## config.mk

```make
export PLATFORM = sky130hd
export DESIGN_NAME = ost_timer
export DESIGN_NICKNAME = d
export VERILOG_FILES = /design/src/inc/ost_pkg.sv /design/src/verilog/ost_cs_gen.sv /design/src/verilog/ost_timer.sv
export SDC_FILE = /design/constraint.sdc
export NUM_CORES = 1
export LEC_CHECK = 0
export BUFFER_PORTS_ARGS = -buffer_cell sky130_fd_sc_hd__buf_2
export CORE_MARGIN = 8
export CORE_UTILIZATION = 33
export CTS_CLUSTER_SIZE = 8
export DETAILED_ROUTE_END_ITERATION = 8
export MAX_ROUTING_LAYER = met4
export SYNTH_ARGS = -nofsm -noshare
export SYNTH_HDL_FRONTEND = slang
export SYNTH_SLANG_ARGS = --single-unit
```

## constraint.sdc

```tcl
create_clock -name mclk -period 2.9 [get_ports mclk]
set_input_delay 0.87 -clock mclk [delete_from_list [all_inputs] [get_ports mclk]]
set_output_delay 0.87 -clock mclk [all_outputs]
set_load 0.01 [all_outputs]
```

## src/inc/ost_pkg.sv

```systemverilog
package ost_pkg;

   // Register offsets on the byte-wide register port.
   localparam logic [15:0] OFS_TIMER_CTRL    = 16'h0108;
   localparam logic [15:0] OFS_SHOT_CTRL     = 16'h0109;
   localparam logic [15:0] OFS_PIN_CTRL      = 16'h010A;
   localparam logic [15:0] OFS_MODE          = 16'h010B;
   localparam logic [15:0] OFS_PRESCALER     = 16'h010C;
   localparam logic [15:0] OFS_SECONDARY     = 16'h010D;
   localparam logic [15:0] OFS_PRIMARY       = 16'h010E;

   // Field positions in timer_control_reg.
   localparam int BIT_COUNT_START   = 0;
   localparam int BIT_COUNT_RUNNING = 1;
   localparam int BIT_FORCED_STOP   = 2;

   // Field positions in shot_control_reg.
   localparam int BIT_SHOT_START    = 0;
   localparam int BIT_SHOT_STOP     = 1;
   localparam int BIT_SHOT_BUSY     = 2;

   // Field positions in timer_pin_control.
   localparam int BIT_OUT_LEVEL     = 0;
   localparam int BIT_OUT_SWITCH    = 1;
   localparam int BIT_PIN_TRIG_EN   = 2;
   localparam int BIT_TRIG_EDGE     = 3;
   localparam logic [7:0] PIN_CTRL_MASK = 8'h0F;

   // Field positions in the mode register.
   localparam int BIT_WAIT_MODE     = 0;
   localparam int BIT_SRC_LO        = 4;
   localparam int BIT_SRC_HI        = 5;

   // Reset values.
   localparam logic [7:0] RST_PIN_CTRL  = 8'h00;
   localparam logic [7:0] RST_MODE      = 8'h00;
   localparam logic [7:0] RST_COUNT     = 8'hFF;

   // Count source choices and divider ratios.
   localparam logic [1:0] SRC_F1        = 2'h0;
   localparam logic [1:0] SRC_F2        = 2'h1;
   localparam logic [1:0] SRC_F8        = 2'h2;
   localparam logic [1:0] SRC_COMPANION = 2'h3;
   localparam logic [2:0] DIV2_LAST     = 3'h1;
   localparam logic [2:0] DIV8_LAST     = 3'h7;

   typedef enum logic [2:0] {
      ST_IDLE  = 3'b000,
      ST_SYNC  = 3'b001,
      ST_START = 3'b010,
      ST_WAIT  = 3'b011,
      ST_PULSE = 3'b100
   } ost_state_t;

endpackage

```

## src/verilog/ost_cs_gen.sv

```systemverilog
`timescale 1ns/1ps
// Count source tick generator: one enable pulse per count source period.
module ost_cs_gen (
   // Clock and reset
   input  wire logic       mclk,
   input  wire logic       reset_n,
   // Selection
   input  wire logic [1:0] src_sel,
   input  wire logic       companion_uf,
   // Tick
   output logic            cs_tick
);

   logic [2:0] div_r;
   logic [2:0] div_nxt;
   logic       tick_f2;
   logic       tick_f8;

   assign div_nxt = div_r + 3'h1;
   assign tick_f2 = (div_r[0] == ost_pkg::DIV2_LAST[0]);
   assign tick_f8 = (div_r == ost_pkg::DIV8_LAST);

   always_ff @(posedge mclk) begin
      if (!reset_n) begin
         div_r <= 3'h0;
      end else begin
         div_r <= div_nxt;
      end
   end

   always_comb begin
      case (src_sel)
         ost_pkg::SRC_F1:        cs_tick = 1'b1;
         ost_pkg::SRC_F2:        cs_tick = tick_f2;
         ost_pkg::SRC_F8:        cs_tick = tick_f8;
         ost_pkg::SRC_COMPANION: cs_tick = companion_uf;
         default:                cs_tick = 1'b0;
      endcase
   end

endmodule

```

## src/verilog/ost_timer.sv

```systemverilog
// What this block does
// - Output level bit 0 gives high pulse, low idle; bit 1 gives low pulse, high idle.
// - Pin trigger enable at 1 lets trigger pin edges start a shot; 0 blocks them.
// - Trigger edge select picks falling edge at 0, rising edge at 1.
// - Pin control bits four to seven read as zero.
// - A shot begins only if a trigger arrives while the count running flag is 1.
// - Triggers are a software start bit write or a qualified trigger pin edge.
// - In-progress flag sets two source ticks after trigger; plain mode then pulses.
// - Triggers arriving while a shot is in progress are ignored.
// - Wait mode first counts the wait interval, not the pulse.
// - Trigger edge select never affects the pin interrupt edge outputs.
// - Pin edges during a shot leave the timer alone but still reach interrupt logic.
// - Wait mode waits the primary length, then pulses the secondary length.
// - Count source is f1, f2, f8 or a companion timer underflow.
// - Wait mode counts primary, then loads secondary on underflow and keeps counting.
// - Secondary underflow reloads primary, ends the shot, clears in-progress flag.
// - Whenever counting stops the counter is reloaded from the reload registers.
// - Wait lasts (prescaler+1) times (primary+1) source periods.
// - Wait mode pulse lasts (prescaler+1) times (secondary+1) source periods.
// - Plain mode pulse lasts (prescaler+1) times (primary+1) source periods.
// - Timer request pulses at the final underflow, together with the pulse end.
// - Shot stop, count start cleared or forced stop halt counting.
`timescale 1ns/1ps
module ost_timer (
   // Clock and reset
   input  wire logic        mclk,
   input  wire logic        reset_n,
   // Register port
   input  wire logic [15:0] reg_addr,
   input  wire logic [7:0]  reg_wdata,
   input  wire logic        reg_wr,
   input  wire logic        reg_rd,
   output logic [7:0]       reg_rdata,
   // Count source from the companion timer
   input  wire logic        companion_uf,
   // Pins
   input  wire logic        external_trigger_pin,
   output logic             pulse_output_pin,
   // Towards the pin interrupt logic and the interrupt controller
   output logic             pin_rise_pulse,
   output logic             pin_fall_pulse,
   output logic             timer_irq
);

   // Software visible state.
   logic [7:0]              pin_ctrl_r;
   logic [7:0]              mode_r;
   logic                    count_start_r;
   logic                    count_running_r;
   logic [7:0]              pre_rl_r;
   logic [7:0]              pri_rl_r;
   logic [7:0]              sec_rl_r;
   logic [7:0]              pre_cnt_r;
   logic [7:0]              cnt_r;
   logic [7:0]              rdata_r;
   ost_pkg::ost_state_t     state_r;
   ost_pkg::ost_state_t     state_nxt;
   logic                    pulse_r;
   logic                    irq_r;

   // Trigger pin synchroniser and edge detector.
   logic                    pin_s1_r;
   logic                    pin_s2_r;
   logic                    pin_d_r;

   // Decoded accesses.
   logic                    wr_ctrl;
   logic                    wr_shot;
   logic                    wr_pin;
   logic                    wr_mode;
   logic                    wr_pre;
   logic                    wr_sec;
   logic                    wr_pri;
   logic                    sw_trig;
   logic                    sw_stop;
   logic                    halt;
   logic                    in_prog;
   logic                    cs_tick;
   logic                    step;
   logic                    pre_zero;
   logic                    cnt_zero;
   logic                    uf;
   logic                    pin_rise;
   logic                    pin_fall;
   logic                    pin_edge;
   logic                    pin_trig;
   logic                    trig;
   logic [7:0]              rd_mux;
   logic                    ctrl_start_nxt;

   function automatic logic hit(input logic [15:0] a, input logic [15:0] ofs, input logic strobe);
      hit = strobe && (a == ofs);
   endfunction

   assign wr_ctrl  = hit(reg_addr, ost_pkg::OFS_TIMER_CTRL, reg_wr);
   assign wr_shot  = hit(reg_addr, ost_pkg::OFS_SHOT_CTRL, reg_wr);
   assign wr_pin   = hit(reg_addr, ost_pkg::OFS_PIN_CTRL, reg_wr);
   assign wr_mode  = hit(reg_addr, ost_pkg::OFS_MODE, reg_wr);
   assign wr_pre   = hit(reg_addr, ost_pkg::OFS_PRESCALER, reg_wr);
   assign wr_sec   = hit(reg_addr, ost_pkg::OFS_SECONDARY, reg_wr);
   assign wr_pri   = hit(reg_addr, ost_pkg::OFS_PRIMARY, reg_wr);

   assign sw_trig  = wr_shot && reg_wdata[ost_pkg::BIT_SHOT_START];
   assign sw_stop  = wr_shot && reg_wdata[ost_pkg::BIT_SHOT_STOP];
   assign ctrl_start_nxt = reg_wdata[ost_pkg::BIT_COUNT_START] && !reg_wdata[ost_pkg::BIT_FORCED_STOP];
   assign halt     = sw_stop || (wr_ctrl && !ctrl_start_nxt);

   // The in-progress flag covers only the counting phases.
   assign in_prog  = (state_r == ost_pkg::ST_WAIT) || (state_r == ost_pkg::ST_PULSE);

   ost_cs_gen u_cs_gen (
      .mclk         (mclk),
      .reset_n      (reset_n),
      .src_sel      (mode_r[ost_pkg::BIT_SRC_HI:ost_pkg::BIT_SRC_LO]),
      .companion_uf (companion_uf),
      .cs_tick      (cs_tick)
   );

   assign step     = in_prog && cs_tick;
   assign pre_zero = (pre_cnt_r == 8'h00);
   assign cnt_zero = (cnt_r == 8'h00);
   assign uf       = step && pre_zero && cnt_zero;

   // Edges come from the second synchroniser stage only.
   assign pin_rise = pin_s2_r && !pin_d_r;
   assign pin_fall = !pin_s2_r && pin_d_r;
   assign pin_edge = pin_ctrl_r[ost_pkg::BIT_TRIG_EDGE] ? pin_rise : pin_fall;
   assign pin_trig = pin_ctrl_r[ost_pkg::BIT_PIN_TRIG_EN] && pin_edge;
   assign trig     = (sw_trig || pin_trig) && count_running_r;

   // The interrupt side sees raw edges, whatever the timer is doing.
   assign pin_rise_pulse = pin_rise;
   assign pin_fall_pulse = pin_fall;

   always_comb begin
      state_nxt = state_r;
      case (state_r)
         ost_pkg::ST_IDLE: begin
            if (trig && !halt) begin
               state_nxt = ost_pkg::ST_SYNC;
            end
         end
         ost_pkg::ST_SYNC: begin
            if (halt) begin
               state_nxt = ost_pkg::ST_IDLE;
            end else if (cs_tick) begin
               state_nxt = ost_pkg::ST_START;
            end
         end
         ost_pkg::ST_START: begin
            if (halt) begin
               state_nxt = ost_pkg::ST_IDLE;
            end else if (cs_tick && mode_r[ost_pkg::BIT_WAIT_MODE]) begin
               state_nxt = ost_pkg::ST_WAIT;
            end else if (cs_tick) begin
               state_nxt = ost_pkg::ST_PULSE;
            end
         end
         ost_pkg::ST_WAIT: begin
            if (halt) begin
               state_nxt = ost_pkg::ST_IDLE;
            end else if (uf) begin
               state_nxt = ost_pkg::ST_PULSE;
            end
         end
         ost_pkg::ST_PULSE: begin
            if (halt || uf) begin
               state_nxt = ost_pkg::ST_IDLE;
            end
         end
         default: begin
            state_nxt = ost_pkg::ST_IDLE;
         end
      endcase
   end

   always_comb begin
      rd_mux = 8'h00;
      case (reg_addr)
         ost_pkg::OFS_TIMER_CTRL: begin
            rd_mux[ost_pkg::BIT_COUNT_START]   = count_start_r;
            rd_mux[ost_pkg::BIT_COUNT_RUNNING] = count_running_r;
         end
         ost_pkg::OFS_SHOT_CTRL: begin
            rd_mux[ost_pkg::BIT_SHOT_BUSY] = in_prog;
         end
         ost_pkg::OFS_PIN_CTRL:  rd_mux = pin_ctrl_r & ost_pkg::PIN_CTRL_MASK;
         ost_pkg::OFS_MODE:      rd_mux = mode_r;
         ost_pkg::OFS_PRESCALER: rd_mux = pre_cnt_r;
         ost_pkg::OFS_SECONDARY: rd_mux = sec_rl_r;
         ost_pkg::OFS_PRIMARY:   rd_mux = cnt_r;
         default:                rd_mux = 8'h00;
      endcase
   end

   always_ff @(posedge mclk) begin
      if (!reset_n) begin
         pin_s1_r <= 1'b1;
         pin_s2_r <= 1'b1;
         pin_d_r  <= 1'b1;
      end else begin
         pin_s1_r <= external_trigger_pin;
         pin_s2_r <= pin_s1_r;
         pin_d_r  <= pin_s2_r;
      end
   end

   always_ff @(posedge mclk) begin
      if (!reset_n) begin
         pin_ctrl_r      <= ost_pkg::RST_PIN_CTRL;
         mode_r          <= ost_pkg::RST_MODE;
         count_start_r   <= 1'b0;
         count_running_r <= 1'b0;
         pre_rl_r        <= ost_pkg::RST_COUNT;
         pri_rl_r        <= ost_pkg::RST_COUNT;
         sec_rl_r        <= ost_pkg::RST_COUNT;
      end else begin
         if (wr_pin) begin
            pin_ctrl_r <= reg_wdata & ost_pkg::PIN_CTRL_MASK;
         end
         if (wr_mode) begin
            mode_r <= reg_wdata;
         end
         if (wr_ctrl) begin
            count_start_r <= ctrl_start_nxt;
         end
         count_running_r <= count_start_r;
         // Reload registers always take writes; with no shot in progress the live counters take prescaler and primary writes at once, otherwise at next reload.
         if (wr_pre) begin
            pre_rl_r <= reg_wdata;
         end
         if (wr_pri) begin
            pri_rl_r <= reg_wdata;
         end
         if (wr_sec) begin
            sec_rl_r <= reg_wdata;
         end
      end
   end

   always_ff @(posedge mclk) begin
      if (!reset_n) begin
         pre_cnt_r <= ost_pkg::RST_COUNT;
         cnt_r     <= ost_pkg::RST_COUNT;
      end else if (halt || (state_r == ost_pkg::ST_PULSE && uf)) begin
         pre_cnt_r <= pre_rl_r;
         cnt_r     <= pri_rl_r;
      end else if (state_r == ost_pkg::ST_WAIT && uf) begin
         pre_cnt_r <= pre_rl_r;
         cnt_r     <= sec_rl_r;
      end else if (step && pre_zero) begin
         pre_cnt_r <= pre_rl_r;
         cnt_r     <= cnt_r - 8'h01;
      end else if (step) begin
         pre_cnt_r <= pre_cnt_r - 8'h01;
      end else if (!in_prog) begin
         if (wr_pre) begin
            pre_cnt_r <= reg_wdata;
         end
         if (wr_pri) begin
            cnt_r <= reg_wdata;
         end
      end
   end

   always_ff @(posedge mclk) begin
      if (!reset_n) begin
         state_r <= ost_pkg::ST_IDLE;
         pulse_r <= 1'b0;
         irq_r   <= 1'b0;
         rdata_r <= 8'h00;
      end else begin
         state_r <= state_nxt;
         pulse_r <= (state_nxt == ost_pkg::ST_PULSE) ^ pin_ctrl_r[ost_pkg::BIT_OUT_LEVEL];
         irq_r   <= (state_r == ost_pkg::ST_PULSE) && uf && !halt;
         rdata_r <= reg_rd ? rd_mux : 8'h00;
      end
   end

   assign pulse_output_pin = pulse_r;
   assign timer_irq        = irq_r;
   assign reg_rdata        = rdata_r;
endmodule

```

==> flow_summary.json, run 1 <==
{
  "status": "complete, no violations",
  "power.switching_uw": 526,
  "grt_overflow": 0,
  "cts_tree": "yes",
  "grt_max_degree": 36,
  "synth_most_common_cell": "dfxtp_1",
  "seq_area_sq_um": 1460,
  "synth_fp_nets": 511,
  "final_core_util_pct": 40.3,
  "peakVddDrop_v": 0.000314,
  "cts_max_path_buffers": 2,
  "critPathCaptureType": "register",
  "synthTopCellsByArea": "dfxtp_1 (36%), mux2i_1 (11%), nand2_1 (4.8%)",
  "synth_top_area_share_pct": 36.0,
  "cts_root_buf": "clkbuf_16",
  "dr.pass1.iters": 5,
  "setup_viol": 0,
  "synthCells": 476,
  "io_buffers": 41,
  "cp.required_ns": 3.08,
  "post-place-cells": 659,
  "skew_ns": 0.00885,
  "avgSynthCellArea_sq_um": 8.53,
  "hp-class": "reg2reg",
  "gr-usage-met2_pct": 24.9,
  "via_count": 3828,
  "ctsResizeCount": 0,
  "p_clk_share_pct": 51.8,
  "p_comb_share_pct": 5.8,
  "initial_core_util_pct": 33.8,
  "synth_commonest_cells": "dfxtp_1 (73), nand2_1 (52), nor2_1 (52)",
  "p_sw_share_pct": 22.1,
  "clk_pin_slew_ns": 0.06,
  "total_leakage_power_uw": 0.00198,
  "synth_cell_type_count": 63,
  "crit_arrival_ns": 2.70,
  "seq_area_frac_synth_pct": 36.0,
  "diodes": 0,
  "worstMarginPinSlew_ns": 0.803,
  "start_kind": "register",
  "gp_congestion": 0.933,
  "drive_above_1_share_pct": 21.0,
  "p_int_uw": 1860,
  "min_period_ns": 2.51,
  "fin_cells": 675,
  "avgRoutedWirePerCell_um": 18.9,
  "die-area_sq_um": 16100,
  "grt.busiest_layer": "met2",
  "rows": 40,
  "yosysTopAreaCell": "dfxtp_1",
  "yosys_warnings": 0,
  "critical_path_class": "reg2reg",
  "synth-main-ff-cell": "dfxtp_1",
  "drt-initial-drc-count": 352,
  "grt_pass1_wl_um": 20400,
  "slew_headroom_pct": 46.0,
  "fp.dieW_um": 127,
  "period_share_pct": 86.7,
  "coreArea_sq_um": 12000,
  "final.setup.tns_ns": 0,
  "multi_input_area_sq_um": 2410,
  "fmax_ghz": 0.398,
  "seqPwrFrac_pct": 42.4,
  "viasPerCell": 5.67,
  "gr-usage-met1_pct": 21.1,
  "async_flop_share_pct": 0,
  "holdBufCountCts": 0,
  "max_cap_viol_count": 0,
  "grt_usage_pct": 16.7,
  "drc": 0,
  "fillers": 1228,
  "pwr_density_cell_nw_per_um2": 492,
  "met3_usage_pct": 3.10,
  "rsz0062_at_grt": "false",
  "power_uw": 2380,
  "syn_area_sq_um": 4060,
  "hold_ws_ns": 0.412,
  "clkLatencyLatePin_ns": 0.34,
  "grt_pass1_vias": 3717,
  "routed_wl_um": 12800,
  "die_h_um": 127,
  "antenna_left": 0,
  "io_pins": 42,
  "synth-edff-count": 0,
  "nNetsFinal": 558,
  "cp_max_fo": 8,
  "hold_violations": 0,
  "cts_max_level": 3,
  "antenna_found_initial": 0,
  "area_growth_pct": 19.3,
  "dpl.hpwl_um": 9630,
  "numCtsBuffers": 9,
  "cts_sinks": 73,
  "synth_seq_cells": 73,
  "drv_slew": 0,
  "post_cts_buffers": 0
}
metal layers:
layer	vias up	wire length (um)
met5	-	0
met4	0	424
met3	33	574
met2	141	5800
met1	1836	5980
li1	1818	-
path summary, 6_finish.rpt:
kind                            to  slack, ns  depth (start not counted)                          from
min            pin_s2_r$_SDFF_PN1_       0.41                          1           pin_s1_r$_SDFF_PN1_
max reg2reg  cnt_r[1]$_SDFFE_PN1P_       0.39                          7  u_cs_gen.div_r[0]$_SDFF_PN0_
min reg2reg    pin_s2_r$_SDFF_PN1_       0.41                          1           pin_s1_r$_SDFF_PN1_
max          cnt_r[1]$_SDFFE_PN1P_       0.39                          7  u_cs_gen.div_r[0]$_SDFF_PN0_
flip-flops by register name (all words and copies together), names as in the netlist:
name	cells
pulse_output_pin	1
u_cs_gen.div_r	3
pin_d_r	1
pri_rl_r	8
pre_rl_r	8
count_running_r	1
sec_rl_r	8
pin_ctrl_r	4
reg_rdata	8
state_r	3
pre_cnt_r	8
timer_irq	1
cnt_r	8
pin_s1_r	1
pin_s2_r	1
count_start_r	1
mode_r	8
logic make-up after synthesis:
family,after synthesis,synth area share [%]
flip-flops,73,36.0
adder cells (fa/ha/maj),5,1.54
AND/OR/NAND/NOR,188,24.9
AO/OA/AOI/OAI,107,17.9
buffers and inverters,43,4.84
multiplexers,53,13.3
XOR/XNOR,7,1.51
cell usage in the layout (no fill, tap or decap), drive strengths merged, types with 3 or more instances in the layout:
| cell type | Yosys | final |
|---|---|---|
| dfxtp | 73 | 73 |
| buf | 14 | 67 |
| nor2 | 53 | 53 |
| nand2 | 52 | 52 |
| mux2i | 44 | 44 |
| a21oi | 29 | 29 |
| o21ai | 23 | 23 |
| nor3 | 15 | 15 |
| inv | 11 | 11 |
| clkbuf | 17 | 11 |
| a311oi | 10 | 10 |
| o211ai | 10 | 10 |
| mux2 | 9 | 9 |
| nand3 | 9 | 9 |
| nor4 | 9 | 9 |
| a211oi | 8 | 8 |
| nand2b | 7 | 7 |
| nor2b | 6 | 6 |
| or3 | 6 | 6 |
| nand4 | 6 | 6 |
| a22oi | 5 | 5 |
| and2 | 5 | 5 |
| xnor2 | 5 | 5 |
| ha | 5 | 5 |
| a21o | 4 | 4 |
| nor4b | 4 | 4 |
| nor3b | 3 | 3 |
| o22ai | 3 | 3 |
| clkinv | 1 | 3 |
power by group through the flow:
stage | clock network (uW) | registers [uW] | logic (uW)
after CTS | 1260 | 1010 | 138
after floorplan | 0 | 1030 | 70.8
after global placement | 0 | 1030 | 136
after detailed placement | 0 | 1030 | 138
final | 1230 | 1010 | 139
after global routing | 1300 | 1010 | 150
area by class of cell:
type                    instances  share of cell area (%)
well taps                     147                    3.80
repair buffers                 67                    8.53
clock buffers                  11                    5.22
flip-flops and latches         73                    30.2
clock inverters                 5                    1.60
multi-input cells             360                    49.7
inverters                      12                   0.930
per-stage QoR:
| step | cell area [sq um] | setup WS (ns) |
|---|---|---|
| global placement | 4510 | 0.162 |
| global route | 4840 | 0.254 |
| floorplan | 4060 | 0.343 |
| CTS | 4840 | 0.401 |
| detailed placement | 4510 | 0.0968 |
| finish | 4840 | 0.385 |
worst max-delay path, stage by stage, from the launching register on:
cell      delay [ns]
dfxtp_1         0.32
ha_1            0.20
ha_1            0.19
or3b_2          0.49
o221ai_2        0.13
nor2_2          0.15
nor3_1          0.69
a311oi_1        0.21
Power figures use the tool's default switching activity.
==> run 2, diff against run 1 <==
- RECOVER_POWER: unset -> 25
==> run 2 against run 1 <==
Net effect:
- power is 0.24% lower
- largest power group unchanged
- die area stayed put
- worst setup slack better by 0.011 ns
- global-route usage stayed put
- fmax is 0.46% higher
- design area is 0.49% lower
- flip-flop and latch count stayed put
- register-to-register slack hardly changed
- sequential power hardly changed
- critical path depth is 3 higher
- first-iteration DRC count is 11% lower
==> flow_summary.json, run 2 (same netlist as run 1, synthesis figures left out) <==
{
  "fin_ws_ns": 0.397,
  "worstMarginPinSlew_ns": 0.779,
  "hold_violations": 0,
  "total_leakage_power_uw": 0.00192,
  "cts_sinks": 73,
  "final_common_cell": "dfxtp_1",
  "ctsResizeCount": 0,
  "pwr_density_cell_nw_per_um2": 493,
  "critPathCaptureType": "register",
  "cp_max_fo": 15,
  "cp.required_ns": 3.10,
  "drc": 0,
  "grt_max_degree": 36,
  "rows": 40,
  "skew_ns": 0.00732,
  "rsz0062_at_grt": "false",
  "numCtsBuffers": 9,
  "cts_max_level": 3,
  "final_cell_mix": "dfxtp_1 (73), nor2_1 (52), nand2_1 (52), mux2i_1 (44), a21oi_1 (29)",
  "die-area_sq_um": 16100,
  "fmax_ghz": 0.399,
  "diodes": 0,
  "cts_tree": "yes",
  "setup_viol": 0,
  "slew_headroom_pct": 47.6,
  "grt_pass1_vias": 3717,
  "final_core_util_pct": 40.1,
  "dr.pass1.iters": 5,
  "avgRoutedWirePerCell_um": 19.0,
  "final.setup.tns_ns": 0,
  "drt-initial-drc-count": 313,
  "crit_arrival_ns": 2.71,
  "cts_max_path_buffers": 2,
  "peakVddDrop_v": 0.000312,
  "drive_above_1_share_pct": 18.2,
  "grt_usage_pct": 16.7,
  "nNetsFinal": 558,
  "coreArea_sq_um": 12000,
  "io_pins": 42,
  "critical_path_class": "reg2reg",
  "post-place-ws_ns": 0.0968,
  "io_buffers": 41,
  "gp_congestion": 0.933,
  "viasPerCell": 5.68,
  "cts_root_buf": "clkbuf_16",
  "holdBufCountCts": 0,
  "area_growth_pct": 18.7,
  "antenna_left": 0,
  "start_kind": "register",
  "fp.dieW_um": 127,
  "die_h_um": 127,
  "status": "complete, no violations",
  "grt_pass1_wl_um": 20400,
  "clkLatencyLatePin_ns": 0.34,
  "initial_core_util_pct": 33.8,
  "antenna_found_initial": 0,
  "max_cap_viol_count": 0,
  "hp-class": "reg2reg",
  "min_period_ns": 2.50,
  "post_cts_buffers": 0,
  "drv_slew": 0,
  "grt_overflow": 0,
  "dpl.hpwl_um": 9630,
  "routed_wl_um": 12800,
  "period_share_pct": 86.3,
  "clk_pin_slew_ns": 0.06,
  "via_count": 3832
}
## run 2: cell types whose count changed in the layout (fill, tap and decap cells not counted), sizes merged
cell    before  now
buf         67   52
clkbuf      11   26
## run 2: final timing paths
| kind | endpoint | startpoint | slack, ns | depth (start not counted) |
|---|---|---|---|---|
| max | pre_cnt_r[3]$_SDFFE_PN1P_ | u_cs_gen.div_r[0]$_SDFF_PN0_ | 0.40 | 10 |
| min | pin_s2_r$_SDFF_PN1_ | pin_s1_r$_SDFF_PN1_ | 0.41 | 1 |
| max reg2reg | pre_cnt_r[3]$_SDFFE_PN1P_ | u_cs_gen.div_r[0]$_SDFF_PN0_ | 0.40 | 10 |
| min reg2reg | pin_s2_r$_SDFF_PN1_ | pin_s1_r$_SDFF_PN1_ | 0.41 | 1 |
## run 2: critical path, cell delays in order (launching register included)
cell,delay (ns)
dfxtp_1,0.32
ha_1,0.20
ha_1,0.19
or3b_2,0.49
o221a_2,0.22
buf_4,0.18
a31oi_2,0.13
buf_4,0.23
a311oi_1,0.07
a211oi_1,0.24
o21ai_0,0.11
## run 2: layout make-up
class | instances | area [sq um]
clock buffer | 11 | 253
inverter | 12 | 45.0
clock inverter | 5 | 77.6
tap | 147 | 184
fill | 1233 | 7190
multi-input combinational | 360 | 2410
timing repair buffer | 67 | 389
sequential | 73 | 1460
## run 2: where the power goes
| part | switching, uW | internal [uW] | leakage, uW |
|---|---|---|---|
| clock | 433 | 797 | 0.000162 |
| sequential | 2.26 | 1010 | 0.000591 |
| combinational | 87.2 | 49.9 | 0.00117 |
## run 2: through the flow
step                      total power, uW  instances  cell area, sq um  hold slack (ns)
final                                2380        675              4820            0.412
after global routing                 2460        675              4820            0.448
after CTS                            2410        675              4840            0.414
after detailed placement             1170        659              4510            0.398
after global placement               1170        659              4510            0.397
after floorplan                      1100        476              4060            0.386
## run 2: layer usage
layer | track usage, % | part of all wire, % | vias up | routed length [um]
met1 | 21.1 | 45 | 1843 | 5770
met2 | 24.9 | 45 | 142 | 5820
met3 | 3.10 | 6.3 | 27 | 803
met4 | 8.47 | 3.2 | 0 | 406
li1 | - | - | 1820 | -
met5 | - | 0 | - | 0
